`src/hdl/drb_map.svh`:
```
/*
  offsets, field positions and constant values of the extended diagnostic record.
  assumes: included by bare name from design files; definitions only.
*/
`ifndef DRB_MAP_SVH
`define DRB_MAP_SVH
`define DRB_OFS_BASIC 4'h0
`define DRB_OFS_CHTYPE 4'h4
`define DRB_OFS_BITS_PER_CH 4'h5
`define DRB_OFS_CH_COUNT 4'h6
`define DRB_OFS_GROUP_ERR 4'h7
`define DRB_OFS_LOST_IN_A 4'h8
`define DRB_OFS_LOST_IN_B 4'h9
`define DRB_OFS_LOST_IN_C 4'hA
`define DRB_OFS_LOST_IN_D 4'hB
`define DRB_OFS_LOST_CNT0 4'hC
`define DRB_OFS_LOST_CNT1 4'hD
`define DRB_OFS_LOST_CNT2 4'hE
`define DRB_OFS_LOST_CNT3 4'hF
`define DRB_CHTYPE_DIG_IN 7'h70
`define DRB_CHTYPE_ANA_IN 7'h71
`define DRB_CHTYPE_DIG_OUT 7'h72
`define DRB_CHTYPE_ANA_OUT 7'h73
`define DRB_CHTYPE_ANA_IO 7'h74
`define DRB_MORE_TYPES_POS 7
`define DRB_BITS_PER_CH 8'h08
`define DRB_CH_COUNT 8'h08
`define DRB_LOST_BIT_POS 6
`define DRB_CNT_GATE_CLOSED 0
`define DRB_CNT_GATE_OPENED 1
`define DRB_CNT_OVERFLOW 2
`define DRB_CNT_COMPARE 3
`define DRB_RECORD_RESET 8'h00
`endif

```
`src/hdl/drb_pkg.sv`:
```
/*
  types shared by the diagnostic record builder.
  assumes: nothing beyond a SystemVerilog compiler.
*/
package drb_pkg;
  typedef logic [7:0] drb_byte_t;
  typedef logic [3:0] drb_idx_t;
  typedef enum logic [0:0] {drb_idle, drb_held} drb_state_t;
endpackage

```
`src/hdl/drb_evt_if.sv`:
```
/*
  interface carrying one round of lost-event flags between modules.
  assumes: single clock; events are one-cycle strobes.
*/
`timescale 1ns/10ps
`default_nettype none
interface drb_evt_if;
  logic [15:0] in_lost;
  logic [15:0] cnt_lost;
  logic any_new;
  modport src (output in_lost, output cnt_lost, output any_new);
  modport dst (input in_lost, input cnt_lost, input any_new);
endinterface
`default_nettype wire

```
`src/hdl/drb_lost_detect.sv`:
```
/*
  detects process events lost because the previous one is still serviced.
  assumes: event and busy inputs synchronous to mclk; rst_sync_n already released.
*/
`timescale 1ns/10ps
`default_nettype none
module drb_lost_detect (
  // clock and reset
  input wire logic mclk,
  input wire logic rst_sync_n,
  // per-event strobes and service state
  input wire logic [15:0] in_event,
  input wire logic [15:0] in_busy,
  input wire logic [15:0] cnt_event,
  input wire logic [15:0] cnt_busy,
  // detected losses
  drb_evt_if.src evt
);
  logic [15:0] in_lost_d;
  logic [15:0] in_lost_q;
  logic [15:0] cnt_lost_d;
  logic [15:0] cnt_lost_q;
  // ----------------------------------------
  // recurrence while serviced
  // ----------------------------------------
  always_comb begin
    in_lost_d = in_event & in_busy; // RQ11
    cnt_lost_d = cnt_event & cnt_busy; // RQ11
  end
  always_ff @(posedge mclk or negedge rst_sync_n) begin
    if (!rst_sync_n) begin
      in_lost_q <= 16'h0000;
      cnt_lost_q <= 16'h0000;
    end else begin
      in_lost_q <= in_lost_d;
      cnt_lost_q <= cnt_lost_d;
    end
  end
  assign evt.in_lost = in_lost_q;
  assign evt.cnt_lost = cnt_lost_q;
  assign evt.any_new = |{in_lost_q, cnt_lost_q};
endmodule
`default_nettype wire

```
`src/hdl/drb_record.sv`:
```
/*
  builds the 16-byte extended diagnostic record and serves byte reads.
  the record is captured on the first lost event and held until released;
  later losses only merge into the lost-event bytes and the lost flag.
  assumes: basic record bytes and group errors come from the module core;
  software reads one byte per cycle by index; single clock mclk.
*/
// How it works
// (RQ1) record is basic four bytes plus twelve
// (RQ2) byte 4 low seven bits: type 70h
// (RQ3) byte 4 bit 7: more types flag
// (RQ4) byte 5 is eight diagnostic bits
// (RQ5) byte 6 is eight channels
// (RQ6) byte 7 flags input groups, counters
// (RQ7) bytes 8 to 15 flag lost events
// (RQ8) inputs on even bits, odd bits zero
// (RQ9) counter byte: closed, opened, overflow, compare
// (RQ10) bytes 12 to 15 follow counters 0-3
// (RQ11) loss is recurrence while still serviced
// (RQ12) basic byte 3 bit 6 on loss
// (RQ13) contents frozen while software reads; code freezes bytes 0 to 7 while held, bytes 8 to 15 still merge losses
`timescale 1ns/10ps
`default_nettype none
`include "drb_map.svh"
module drb_record (
  // clock and reset
  input wire logic mclk,
  input wire logic rst_n,
  // basic record and module state
  input wire logic [31:0] basic_in,
  input wire logic [7:0] group_err_in,
  input wire logic more_types,
  // process events: 16 inputs, 4 counters x 4 kinds
  input wire logic [15:0] in_event,
  input wire logic [15:0] in_busy,
  input wire logic [15:0] cnt_event,
  input wire logic [15:0] cnt_busy,
  // software read port
  input wire logic rd_en,
  input wire logic [3:0] rd_idx,
  output logic [7:0] rd_data,
  input wire logic rec_release,
  // status
  output logic diag_irq,
  output logic rec_held
);
  // ----------------------------------------
  // storage
  // ----------------------------------------
  // reset release chain
  logic rst_s1_d;
  logic rst_s1_q;
  logic rst_sync_d;
  logic rst_sync_n;

  // losses seen by the detector
  drb_evt_if evt ();

  // hold state and interrupt pulse
  drb_pkg::drb_state_t st_d;
  drb_pkg::drb_state_t st_q;
  logic irq_d;
  logic irq_q;

  // record image, one byte per offset
  drb_pkg::drb_byte_t rec_d [16];
  drb_pkg::drb_byte_t rec_q [16];

  // read data
  logic [7:0] rd_d;
  logic [7:0] rd_q;

  // ----------------------------------------
  // byte builders
  // ----------------------------------------

  // spread four flags onto even bits
  function automatic drb_pkg::drb_byte_t even_spread(input logic [3:0] f);
    even_spread = {1'b0, f[3], 1'b0, f[2], 1'b0, f[1], 1'b0, f[0]}; // RQ8
  endfunction

  // one counter's flags, each kind on its own even bit
  function automatic drb_pkg::drb_byte_t cnt_spread(input logic [3:0] f);
    drb_pkg::drb_byte_t v;
    v = 8'h00;
    v[2 * `DRB_CNT_GATE_CLOSED] = f[`DRB_CNT_GATE_CLOSED]; // RQ9
    v[2 * `DRB_CNT_GATE_OPENED] = f[`DRB_CNT_GATE_OPENED]; // RQ9
    v[2 * `DRB_CNT_OVERFLOW] = f[`DRB_CNT_OVERFLOW]; // RQ9
    v[2 * `DRB_CNT_COMPARE] = f[`DRB_CNT_COMPARE]; // RQ9
    return v;
  endfunction

  // channel type with the more-types flag on top
  function automatic drb_pkg::drb_byte_t type_byte(input logic more);
    drb_pkg::drb_byte_t v;
    v = {1'b0, `DRB_CHTYPE_DIG_IN}; // RQ2
    v[`DRB_MORE_TYPES_POS] = more; // RQ3
    return v;
  endfunction

  // basic byte with the lost flag raised
  function automatic drb_pkg::drb_byte_t mark_lost(input drb_pkg::drb_byte_t b);
    drb_pkg::drb_byte_t v;
    v = b;
    v[`DRB_LOST_BIT_POS] = 1'b1; // RQ12
    return v;
  endfunction

  // group errors: inputs low nibble, counters high
  function automatic drb_pkg::drb_byte_t group_byte(
    input logic [3:0] in_grp,
    input logic [3:0] cnt_grp
  );
    return {cnt_grp, in_grp}; // RQ6
  endfunction

  // one lost-event byte by record offset
  function automatic drb_pkg::drb_byte_t lost_byte(
    input drb_pkg::drb_idx_t ofs,
    input logic [15:0] in_l,
    input logic [15:0] cnt_l
  );
    drb_pkg::drb_byte_t v;
    v = 8'h00;
    case (ofs)
      `DRB_OFS_LOST_IN_A: v = even_spread(in_l[3:0]); // RQ8
      `DRB_OFS_LOST_IN_B: v = even_spread(in_l[7:4]); // RQ8
      `DRB_OFS_LOST_IN_C: v = even_spread(in_l[11:8]); // RQ8
      `DRB_OFS_LOST_IN_D: v = even_spread(in_l[15:12]); // RQ8
      `DRB_OFS_LOST_CNT0: v = cnt_spread(cnt_l[3:0]); // RQ10
      `DRB_OFS_LOST_CNT1: v = cnt_spread(cnt_l[7:4]); // RQ10
      `DRB_OFS_LOST_CNT2: v = cnt_spread(cnt_l[11:8]); // RQ10
      `DRB_OFS_LOST_CNT3: v = cnt_spread(cnt_l[15:12]); // RQ10
      default: v = 8'h00;
    endcase
    return v;
  endfunction

  // record byte picked by read index
  function automatic drb_pkg::drb_byte_t read_pick(
    input drb_pkg::drb_idx_t idx,
    input drb_pkg::drb_byte_t r [16]
  );
    drb_pkg::drb_byte_t v;
    v = 8'h00;
    case (idx)
      `DRB_OFS_BASIC: v = r[0]; // RQ1
      `DRB_OFS_BASIC + 4'h1: v = r[1]; // RQ1
      `DRB_OFS_BASIC + 4'h2: v = r[2]; // RQ1
      `DRB_OFS_BASIC + 4'h3: v = r[3]; // RQ1
      `DRB_OFS_CHTYPE: v = r[`DRB_OFS_CHTYPE]; // RQ2
      `DRB_OFS_BITS_PER_CH: v = r[`DRB_OFS_BITS_PER_CH]; // RQ4
      `DRB_OFS_CH_COUNT: v = r[`DRB_OFS_CH_COUNT]; // RQ5
      `DRB_OFS_GROUP_ERR: v = r[`DRB_OFS_GROUP_ERR]; // RQ6
      `DRB_OFS_LOST_IN_A: v = r[`DRB_OFS_LOST_IN_A]; // RQ8
      `DRB_OFS_LOST_IN_B: v = r[`DRB_OFS_LOST_IN_B]; // RQ8
      `DRB_OFS_LOST_IN_C: v = r[`DRB_OFS_LOST_IN_C]; // RQ8
      `DRB_OFS_LOST_IN_D: v = r[`DRB_OFS_LOST_IN_D]; // RQ8
      `DRB_OFS_LOST_CNT0: v = r[`DRB_OFS_LOST_CNT0]; // RQ10
      `DRB_OFS_LOST_CNT1: v = r[`DRB_OFS_LOST_CNT1]; // RQ10
      `DRB_OFS_LOST_CNT2: v = r[`DRB_OFS_LOST_CNT2]; // RQ10
      `DRB_OFS_LOST_CNT3: v = r[`DRB_OFS_LOST_CNT3]; // RQ10
      default: v = 8'h00;
    endcase
    return v;
  endfunction

  // ----------------------------------------
  // reset release
  // ----------------------------------------
  always_comb begin
    rst_s1_d = 1'b1;
    rst_sync_d = rst_s1_q;
  end

  always_ff @(posedge mclk or negedge rst_n) begin
    if (!rst_n) begin
      rst_s1_q <= 1'b0;
      rst_sync_n <= 1'b0;
    end else begin
      rst_s1_q <= rst_s1_d;
      rst_sync_n <= rst_sync_d;
    end
  end

  // ----------------------------------------
  // loss detection
  // ----------------------------------------
  drb_lost_detect u_detect (
    .mclk(mclk),
    .rst_sync_n(rst_sync_n),
    .in_event(in_event),
    .in_busy(in_busy),
    .cnt_event(cnt_event),
    .cnt_busy(cnt_busy),
    .evt(evt)
  );

  // ----------------------------------------
  // hold state and interrupt pulse
  // ----------------------------------------
  always_comb begin
    st_d = st_q;
    irq_d = 1'b0;
    case (st_q)
      drb_pkg::drb_idle: begin
        if (evt.any_new) begin
          irq_d = 1'b1; // RQ11
          st_d = drb_pkg::drb_held; // RQ13
        end
      end
      drb_pkg::drb_held: begin
        if (evt.any_new) begin
          // a loss beside a release keeps the record held
          irq_d = 1'b1; // RQ11
        end else if (rec_release) begin
          st_d = drb_pkg::drb_idle; // RQ13
        end
      end
      default: begin
        st_d = drb_pkg::drb_idle;
      end
    endcase
  end

  always_ff @(posedge mclk or negedge rst_sync_n) begin
    if (!rst_sync_n) begin
      st_q <= drb_pkg::drb_idle;
      irq_q <= 1'b0;
    end else begin
      st_q <= st_d;
      irq_q <= irq_d;
    end
  end

  // ----------------------------------------
  // record capture and merge
  // ----------------------------------------
  always_comb begin
    for (int i = 0; i < 16; i++) begin
      rec_d[i] = rec_q[i];
    end
    if (evt.any_new && (st_q == drb_pkg::drb_idle)) begin
      // first loss: snapshot the whole record
      for (int i = 0; i < 4; i++) begin
        rec_d[i] = basic_in[8 * i +: 8]; // RQ1
      end
      rec_d[3] = mark_lost(basic_in[31:24]); // RQ12
      rec_d[`DRB_OFS_CHTYPE] = type_byte(more_types); // RQ2 RQ3
      rec_d[`DRB_OFS_BITS_PER_CH] = `DRB_BITS_PER_CH; // RQ4
      rec_d[`DRB_OFS_CH_COUNT] = `DRB_CH_COUNT; // RQ5
      rec_d[`DRB_OFS_GROUP_ERR] = group_byte(group_err_in[3:0], group_err_in[7:4]); // RQ6
      for (int i = 8; i < 16; i++) begin
        rec_d[i] = lost_byte(4'(i), evt.in_lost, evt.cnt_lost); // RQ7
      end
    end else if (evt.any_new) begin
      // later losses merge; bytes 0 to 7 stay frozen
      rec_d[3] = mark_lost(rec_q[3]); // RQ12
      for (int i = 8; i < 16; i++) begin
        rec_d[i] = rec_q[i] | lost_byte(4'(i), evt.in_lost, evt.cnt_lost); // RQ7 RQ13
      end
    end
  end

  always_ff @(posedge mclk or negedge rst_sync_n) begin
    if (!rst_sync_n) begin
      for (int i = 0; i < 16; i++) begin
        rec_q[i] <= `DRB_RECORD_RESET;
      end
    end else begin
      for (int i = 0; i < 16; i++) begin
        rec_q[i] <= rec_d[i];
      end
    end
  end

  // ----------------------------------------
  // read port
  // ----------------------------------------
  always_comb begin
    rd_d = rd_q;
    if (rd_en) begin
      rd_d = read_pick(rd_idx, rec_q); // RQ13
    end
  end

  always_ff @(posedge mclk or negedge rst_sync_n) begin
    if (!rst_sync_n) begin
      rd_q <= 8'h00;
    end else begin
      rd_q <= rd_d;
    end
  end

  // ----------------------------------------
  // status outputs
  // ----------------------------------------
  assign rd_data = rd_q;
  assign diag_irq = irq_q;
  assign rec_held = (st_q == drb_pkg::drb_held);
endmodule
`default_nettype wire

```
`config.mk`:
```
export PLATFORM = sky130hd
export DESIGN_NAME = drb_record
export DESIGN_NICKNAME = d
export VERILOG_FILES = /design/src/hdl/drb_pkg.sv /design/src/hdl/drb_evt_if.sv /design/src/hdl/drb_lost_detect.sv /design/src/hdl/drb_record.sv
export VERILOG_INCLUDE_DIRS = /design/src /design/src/hdl
export SDC_FILE = /design/constraint.sdc
export NUM_CORES = 1
export LEC_CHECK = 0
export BUFFER_PORTS_ARGS = -buffer_cell sky130_fd_sc_hd__buf_2
export CAP_MARGIN = 20
export CORE_MARGIN = 2
export CORE_UTILIZATION = 35
export CTS_CLUSTER_SIZE = 40
export DETAILED_ROUTE_END_ITERATION = 16
export GPL_TIMING_DRIVEN = 0
export PLACE_DENSITY = 0.63
export SYNTH_ARGS = -nofsm -noshare
export SYNTH_HDL_FRONTEND = slang
export SYNTH_SLANG_ARGS = --single-unit
```
`constraint.sdc`:
```
create_clock -name mclk -period 3.5 [get_ports mclk]
set_input_delay 0.175 -clock mclk [delete_from_list [all_inputs] [get_ports mclk]]
set_output_delay 0.175 -clock mclk [all_outputs]
set_load 0.05 [all_outputs]
```
==> flow_summary.json, run 1 <==
{
  "drt_iter0_markers": 271,
  "postSynthNetCount": 492,
  "num_vias": 3934,
  "core_um2": 13700,
  "async_reset_ff_frac": 1.00,
  "startpoint": "u_detect.evt.cnt_lost[9]",
  "synth-edff-count": 0,
  "startpoint_type": "flop",
  "finalHoldWorstSlack_ps": -7.41,
  "rr_startpoint": "u_detect.evt.cnt_lost[9]",
  "clk_path_buf_depth": 2,
  "setup_viol": 0,
  "final_area_um2": 7280,
  "cts_resized": 0,
  "antenna_found_initial": 0,
  "comb_power_share": 0.101,
  "slew_headroom": 0.519,
  "hold_viol": 1,
  "cp-end-kind": "flop",
  "ant_nets": 0,
  "viasPerCell": 4.86,
  "path_cells": "nor4_1 -> nand4_1 -> o21ai_2 -> buf_4 -> mux2_1",
  "cpPeakStageDelay_ps": 530,
  "min_from": "basic_in[9]",
  "cts_num_sinks": 118,
  "yosysSeqAreaShare": 0.606,
  "avgSynthCellArea_um2": 12.8,
  "tightest_slew_ps": 721,
  "grt.overflow.total": 0,
  "swShare": 0.252,
  "fin_skew_ps": 11.6,
  "fp.dieW_um": 122,
  "path_clk_slew_ps": 60,
  "post_dp_cell_area_um2": 5720,
  "clock_latency_ps": 420,
  "status": "finished with violations",
  "rsz0062_at_grt": "false",
  "grt_pass1_vias": 4249,
  "crit_fanout": 10,
  "drive_gt1_frac": 0.277,
  "ys_top_cells_by_area": "dfrtp_1, mux2_1, a21o_1",
  "synth_top_area_share": 0.606,
  "ios": 123,
  "power_leakage_nw": 3.27,
  "p_sw_uw": 879,
  "dieHeight_um": 122,
  "antenna_cells": 0,
  "grt_max_degree": 62,
  "start_util": 0.355,
  "fillers": 1193,
  "htreeDepth": 4,
  "area_delta_synth_final_pct": 49.4,
  "drt-pass1-iter-count": 4,
  "global_route.usage.total": 0.189,
  "intPower_mw": 2.60,
  "gp_congestion": 0.851,
  "yosys_register_bits": 118,
  "totalWireLength_um": 12900,
  "hold_path_class": "in -> reg",
  "synth_ff_type": "dfrtp_1",
  "violations": "hold timing",
  "setup_tns_ps": 0,
  "final_max_slew_viol_count": 0,
  "netlist_instances": 379,
  "critPathKind": "reg -> reg",
  "dieArea_um2": 14900,
  "fin_nets": 729,
  "rows": 43,
  "cts_tree": "built",
  "powerDensity_nw_per_um2": 479,
  "synth_largest_area_cell": "dfrtp_1",
  "p_total_mw": 3.48,
  "required_ps": 3790,
  "p_seq_frac": 0.420,
  "postCtsSetupRepairBufs": 0,
  "slowest_stage": "o21ai_2",
  "fmax_mhz": 412,
  "synth.distinct_cells": 51,
  "final_common_cell": "buf_2",
  "ys_warn_count": 0,
  "place_ws_ps": 1080,
  "drc_errors": 0,
  "mostFrequentLayoutCells": "buf_2, dfrtp_1, dlygate4sd3_1",
  "cts_root_buffer": "clkbuf_16",
  "worst_slack_ps": 1070,
  "grt_pass1_wl_um": 21200,
  "numCtsBuffers": 17,
  "p_clk_frac": 0.479,
  "arrival_ps": 2720,
  "dpl.hpwl_um": 8880,
  "place.port_buffers": 119,
  "routedWlPerCell_um": 16.0,
  "finalCriticalPeriod_ps": 2430,
  "vdd_ir_drop_max_mv": 0.422,
  "post-route-period-util": 0.694,
  "cts-hold-fix-buffers": 98,
  "maxCapViolCount": 0,
  "synth_area_um2": 4870
}
critical path: cells and delay by family (launching register included):
family / cells / cell delay (ps)
compound gates: 1 / 530
mux: 1 / 350
buf+inv: 1 / 310
simple gates: 2 / 730
flops: 1 / 380
area by class of cell:
cell class / instances / area, um^2 / share of cell area
sequential: 118 / 2960 / 0.406
buffer: 21 / 106 / 0.0146
clock inverter: 14 / 145 / 0.0199
tap: 180 / 225 / 0.0309
clock buffer: 18 / 429 / 0.0590
inverter: 9 / 33.8 / 0.00464
timing repair buffer: 218 / 1600 / 0.220
multi-input combinational: 231 / 1780 / 0.244
registers in the layout (all words and copies together), names as in the netlist:
register               flops
rec_held                   1
rec_q                     74
rst_s1_q                   1
rd_data                    8
rst_sync_n                 1
u_detect.evt.cnt_lost     16
diag_irq                   1
u_detect.evt.in_lost      16
path summary, 6_finish.rpt:
kind	slack (ps)	cells after the start	end
hold reg to reg	350	0	rst_sync_n
max in group asynchronous	2380	1	rec_q[96]
setup / recovery	1070	5	rec_q[119]
hold / removal	-7	2	rec_q[113]
min in group asynchronous	70	2	rst_sync_n
setup reg to reg	1070	5	rec_q[119]
layer usage:
metal,vias to the layer above,global-route usage,part of all wire
li1,1860,-,-
met1,1915,0.233,0.43
met2,144,0.326,0.50
met3,15,0.0421,0.061
met4,0,0.0647,0.012
met5,-,0,0
metrics by stage:
stage	std cells	utilization
floorplan	379	-
global placement	678	0.415
detailed placement	679	0.417
CTS	809	0.530
global route	809	0.530
finish	809	0.530
cell families (layout without fill, tap and decap cells):
| family | count (synthesis) | in the layout | synth area share |
|---|---|---|---|
| DFF | 118 | 118 | 0.606 |
| AOI/OAI and AO/OA | 89 | 89 | 0.133 |
| and+or+nand+nor | 84 | 84 | 0.103 |
| muxes | 57 | 57 | 0.128 |
| buffers and inverters | 30 | 280 | 0.0288 |
| other | 1 | 1 | 0.000770 |
cells in the mapped netlist (all sizes together) (2+ instances only):
master and instances:
dfrtp 118, mux2 43, a21o 32, and2 32, buf 14, mux2i 14, nor2 10, nor4 9
o21ai 9, a31oi 8, a21oi 7, clkbuf 7, inv 7, nand2b 7, nand2 6, a221oi 5
o22ai 5, nand3 3, nand4 3, o2bb2ai 3, a311o 2, and3 2, and3b 2, clkinv 2
nand3b 2, nor2b 2, o21a 2, o221ai 2, o41ai 2
power groups by stage:
stage | clock network, mW | logic [mW] | registers [mW]
finish | 1.67 | 0.352 | 1.46
global route | 1.76 | 0.384 | 1.47
CTS | 1.69 | 0.351 | 1.46
detailed placement | 0 | 0.268 | 1.49
global placement | 0 | 0.248 | 1.50
floorplan | 0 | 0.109 | 1.52
Note: power is estimated with default switching activity, not from simulation.
==> inputs of run 2 (changes only) <==
clock period = 2.1 ns   (was 3.5 ns; I/O delays follow)
==> run 2 against run 1 <==
Against the previous run:
- the run now ends clean
- routed wire length up 2.0%
- non-clock buffer count up 14
- global-route usage up 0.40 points
- worst setup slack worse by 1000 ps
- sequential cell count unchanged
- critical path depth unchanged
- first-iteration DRC count down 19%
- clock skew down 0.70 ps
- die area unchanged
- clock power up 66%
- critical endpoint unchanged
- largest power group unchanged
==> flow_summary.json, run 2 (synthesis results as in run 1) <==
{
  "num_vias": 3956,
  "r2r_slack_ps": 30,
  "startpoint_type": "flop",
  "path_clk_slew_ps": 60,
  "rows": 43,
  "cp-end-kind": "flop",
  "maxCapViolCount": 0,
  "hold_path_class": "in -> reg",
  "post-route-period-util": 0.985,
  "cpPeakStageDelay_ps": 380,
  "antenna_cells": 0,
  "finalHoldWorstSlack_ps": 180,
  "grt_pass1_vias": 4345,
  "gp_congestion": 0.851,
  "start_util": 0.355,
  "ios": 123,
  "dieArea_um2": 14900,
  "final_area_um2": 7440,
  "drive_gt1_frac": 0.285,
  "fin_skew_ps": 10.9,
  "totalWireLength_um": 13200,
  "dpl.hpwl_um": 8880,
  "ant_nets": 0,
  "arrival_ps": 2360,
  "drt_iter0_markers": 220,
  "grt.overflow.total": 0,
  "crit_fanout": 10,
  "area_delta_synth_final_pct": 52.7,
  "rsz0062_at_grt": "true",
  "global_route.usage.total": 0.193,
  "slowest_stage": "dfrtp_1",
  "routedWlPerCell_um": 16.0,
  "dieHeight_um": 122,
  "drt-pass1-iter-count": 5,
  "viasPerCell": 4.81,
  "fin_nets": 743,
  "grt_max_degree": 62,
  "mostFrequentLayoutCells": "buf_2, dfrtp_1, dlygate4sd3_1",
  "hold_viol": 0,
  "critPathKind": "reg -> reg",
  "power_leakage_nw": 3.33,
  "antenna_found_initial": 0,
  "cts_num_sinks": 118,
  "slew_headroom": 0.522,
  "path_cells": "nor4_1 -> nand4_1 -> o21ai_4 -> buf_4 -> mux2_1",
  "finalCriticalPeriod_ps": 2070,
  "regMostFlops": "rec_q",
  "final_common_cell": "buf_2",
  "setup_viol": 0,
  "vdd_ir_drop_max_mv": 0.700,
  "clk_path_buf_depth": 2,
  "post_dp_cell_area_um2": 5720,
  "fmax_mhz": 484,
  "numCtsBuffers": 17,
  "drc_errors": 0,
  "place.port_buffers": 119,
  "clock_latency_ps": 420,
  "htreeDepth": 4,
  "grt_pass1_wl_um": 21600,
  "core_um2": 13700,
  "status": "finished, final reports clean",
  "final_max_slew_viol_count": 0,
  "powerDensity_nw_per_um2": 783,
  "required_ps": 2390,
  "fp.dieW_um": 122,
  "largest_reg_flops": 74,
  "cts_root_buffer": "clkbuf_16",
  "cts_tree": "built",
  "tightest_slew_ps": 718
}
-- run 2: changes by cell type in the layout (fill, tap and decap cells not counted) --
| cell | previous run | this run |
|---|---|---|
| buf_4 | 4 | 9 |
| nor4_1 | 9 | 5 |
| nor4_2 | 0 | 4 |
| dlygate4sd3_1 | 98 | 107 |
| o21ai_4 | 0 | 1 |
| o21ai_2 | 1 | 0 |
-- run 2: timing repair --
item / in CTS / in global routing
gates resized for setup: 2 / 3
pin swaps: 2 / 2
hold buffers: 107 / 0
setup buffers: 4 / 1
endpoints found under the hold margin: 75 / 0
endpoints found under the setup margin: 73 / 70
cloned: 0 / 0
-- run 2: final timing paths --
check | start | end | depth (start not counted)
setup / recovery | u_detect.evt.in_lost[9] | rec_q[119] | 5
hold / removal | rd_en | rd_data[6] | 4
setup reg to reg | u_detect.evt.in_lost[9] | rec_q[119] | 5
hold reg to reg | rst_s1_q | rst_sync_n | 0
max in group asynchronous | rst_sync_n | rec_q[96] | 1
min in group asynchronous | rst_sync_n | u_detect.evt.cnt_lost[4] | 0
-- run 2: area by class of cell --
| type | count | area (um^2) |
|---|---|---|
| plain buffers | 21 | 106 |
| repair buffers | 232 | 1730 |
| flip-flops and latches | 118 | 2960 |
| well taps | 180 | 225 |
| clock inverters | 14 | 145 |
| clock buffers | 18 | 429 |
| inverters | 9 | 33.8 |
| multi-input cells | 231 | 1810 |
| fillers | 1170 | 6280 |
-- run 2: worst max-delay path: cells and delay by family, from the launching register on --
| kind | cells | cell delay, ps |
|---|---|---|
| compound gates | 1 | 330 |
| buf+inv | 1 | 260 |
| flops | 1 | 380 |
| mux | 1 | 350 |
| simple gates | 2 | 620 |
-- run 2: per-layer routing --
layer	routed length (um)	track usage
met5	0	0
met4	177	0.0718
met1	5660	0.236
met3	689	0.0431
met2	6670	0.333
-- run 2: through the flow --
| step | TNS, ps | total power, mW | setup slack [ps] | std cells | util |
|---|---|---|---|---|---|
| after floorplan | 0 | 2.72 | 130 | 379 | - |
| after global placement | -60140 | 2.91 | -446 | 678 | 0.415 |
| after detailed placement | -13050 | 2.93 | -318 | 679 | 0.417 |
| after CTS | 0 | 5.86 | 26.7 | 822 | 0.540 |
| after global routing | -1140 | 6.05 | -51.0 | 823 | 0.542 |
| final | 0 | 5.82 | 32.4 | 823 | 0.542 |
-- run 2: where the power goes --
part	internal, mW	switching [mW]	total [mW]	leakage (nW)
Sequential	2.37	0.0765	2.44	1.32
Combinational	0.329	0.274	0.603	1.73
Clock	1.66	1.12	2.78	0.278
Total	4.35	1.47	5.82	3.33
==> inputs of run 3 (changes only) <==
CORE_UTILIZATION = 48   (was 35)
PLACE_DENSITY = 0.8   (was 0.63)
==> run 3 against run 2 <==
Against the previous run:
- routed wire length increased by 13%
- sequential power about the same
- design area is 0.30% lower
- worst setup slack worse by 1.9 ps
- count of clock-buffer cells in the layout is the same
- highest routed layer unchanged
==> flow_summary.json, run 3 (synthesis results as in run 1) <==
{
  "status": "finished, final reports clean",
  "p_seq_frac": 0.409,
  "dieArea_um2": 11000,
  "grt_pass1_vias": 4678,
  "routedWlPerCell_um": 19.1,
  "required_ps": 2500,
  "dp.cells": 632,
  "hold_viol": 0,
  "start_util": 0.496,
  "ant_nets": 0,
  "ios": 123,
  "maxCapViolCount": 0,
  "drc_errors": 0,
  "vdd_ir_drop_max_mv": 0.566,
  "rsz0062_at_grt": "true",
  "drt-pass1-iter-count": 5,
  "cts_tree": "built",
  "crit_fanout": 10,
  "regMostFlops": "rec_q",
  "grt.overflow.total": 0,
  "grt_max_degree": 64,
  "fin_cells": 778,
  "worst_slack_ps": 30.6,
  "numCtsBuffers": 17,
  "place.port_buffers": 119,
  "final_max_slew_viol_count": 0,
  "fin_nets": 744,
  "cts_num_sinks": 118,
  "drt_iter0_markers": 420,
  "largest_reg_flops": 74,
  "num_vias": 4238,
  "p_sw_mw": 1.47,
  "grt_pass1_wl_um": 23600,
  "setup_viol": 0,
  "arrival_ps": 2460,
  "fin_skew_ps": 10.8,
  "p_total_mw": 5.98,
  "powerDensity_nw_per_um2": 807,
  "gp_congestion": 0.893,
  "critPathKind": "reg -> reg",
  "r2r_slack_ps": 30,
  "setup_tns_ps": 0,
  "totalWireLength_um": 14900,
  "intPower_mw": 4.52,
  "area_delta_synth_final_pct": 52.3,
  "drive_gt1_frac": 0.287,
  "path_clk_slew_ps": 60,
  "place_ws_ps": -215,
  "finalCriticalPeriod_ps": 2070,
  "fmax_mhz": 483,
  "core_um2": 9820,
  "comb_power_share": 0.103,
  "cp-end-kind": "flop",
  "startpoint_type": "flop",
  "hold_path_class": "in -> reg",
  "p_clk_frac": 0.487,
  "clock_latency_ps": 520,
  "power_leakage_nw": 3.35,
  "dpl.hpwl_um": 8440,
  "final_common_cell": "buf_2",
  "mostFrequentLayoutCells": "buf_2, dfrtp_1, dlygate4sd3_1",
  "cts_root_buffer": "clkbuf_8",
  "antenna_found_initial": 1,
  "rows": 36,
  "fp.dieW_um": 105,
  "tightest_slew_ps": 810,
  "swShare": 0.245,
  "slew_headroom": 0.460,
  "viasPerCell": 5.45,
  "htreeDepth": 4,
  "clk_path_buf_depth": 2,
  "dieHeight_um": 105,
  "fillers": 633,
  "post-route-period-util": 0.985,
  "global_route.usage.total": 0.287
}
run 3: cell types whose count changed in the layout (fill, tap and decap cells not counted):
cell        change
buf_4           +1
bufinv_16       +2
clkbuf_16       -1
clkbuf_8        +1
clkinv_2        +2
clkinv_4        -3
clkinvlp_4      +1
diode_2         +1
inv_6           -1
inv_8           -1
nor4_1          -1
nor4_2          +1
run 3: timing repair:
action,CTS,global route
hold endpoints to repair,75,0
hold buffers,107,0
buffers inserted,4,2
pin swaps,2,1
resized for setup,1,5
setup endpoints to repair,45,69
run 3: critical path: stages (launching register included):
cell	delay (ps)
dfrtp_1	390
nor4_2	380
nand4_1	150
buf_4	180
o21ai_4	240
buf_4	260
mux2_1	350
run 3: stage by stage:
step,instance area [um^2],utilization,hold WS [ps]
floorplan,4870,-,-191
global placement,5630,0.574,-109
detailed placement,5660,0.577,-108
CTS,7370,0.750,31.5
global route,7410,0.755,53.9
finish,7410,0.755,50.0
run 3: worst paths after layout:
check,startpoint,to,depth (start not counted)
hold reg to reg,rst_s1_q,rst_sync_n,0
hold / removal,rd_en,rd_data[5],4
max in group asynchronous,rst_sync_n,u_detect.evt.in_lost[9],1
setup / recovery,u_detect.evt.cnt_lost[2],rec_q[71],6
min in group asynchronous,rst_sync_n,u_detect.evt.cnt_lost[4],0
setup reg to reg,u_detect.evt.cnt_lost[2],rec_q[71],6
run 3: cell type report:
cell class | count | area (um^2) | area share
multi-input cells | 231 | 1820 | 0.245
diodes | 1 | 2.50 | 0.000337
well taps | 133 | 166 | 0.0224
inverters | 9 | 33.8 | 0.00456
clock inverters | 14 | 176 | 0.0238
flip-flops and latches | 118 | 2960 | 0.399
plain buffers | 21 | 106 | 0.0143
clock buffers | 18 | 418 | 0.0564
repair buffers | 233 | 1740 | 0.235
run 3: metal layers:
metal | part of all wire | up-vias | track usage | wire [um]
li1 | - | 1898 | - | -
met2 | 0.53 | 201 | 0.517 | 7860
met5 | 0 | - | 0 | 0
met4 | 0.037 | 0 | 0.119 | 555
met1 | 0.37 | 2086 | 0.318 | 5510
met3 | 0.064 | 53 | 0.0780 | 955
run 3: power by group through the flow:
stage / Clock, mW / Sequential (mW) / Combinational [mW]
finish: 2.92 / 2.45 / 0.617
CTS: 2.93 / 2.45 / 0.593
detailed placement: 0 / 2.49 / 0.437
floorplan: 0 / 2.54 / 0.182
global placement: 0 / 2.50 / 0.402
global route: 3.06 / 2.47 / 0.664
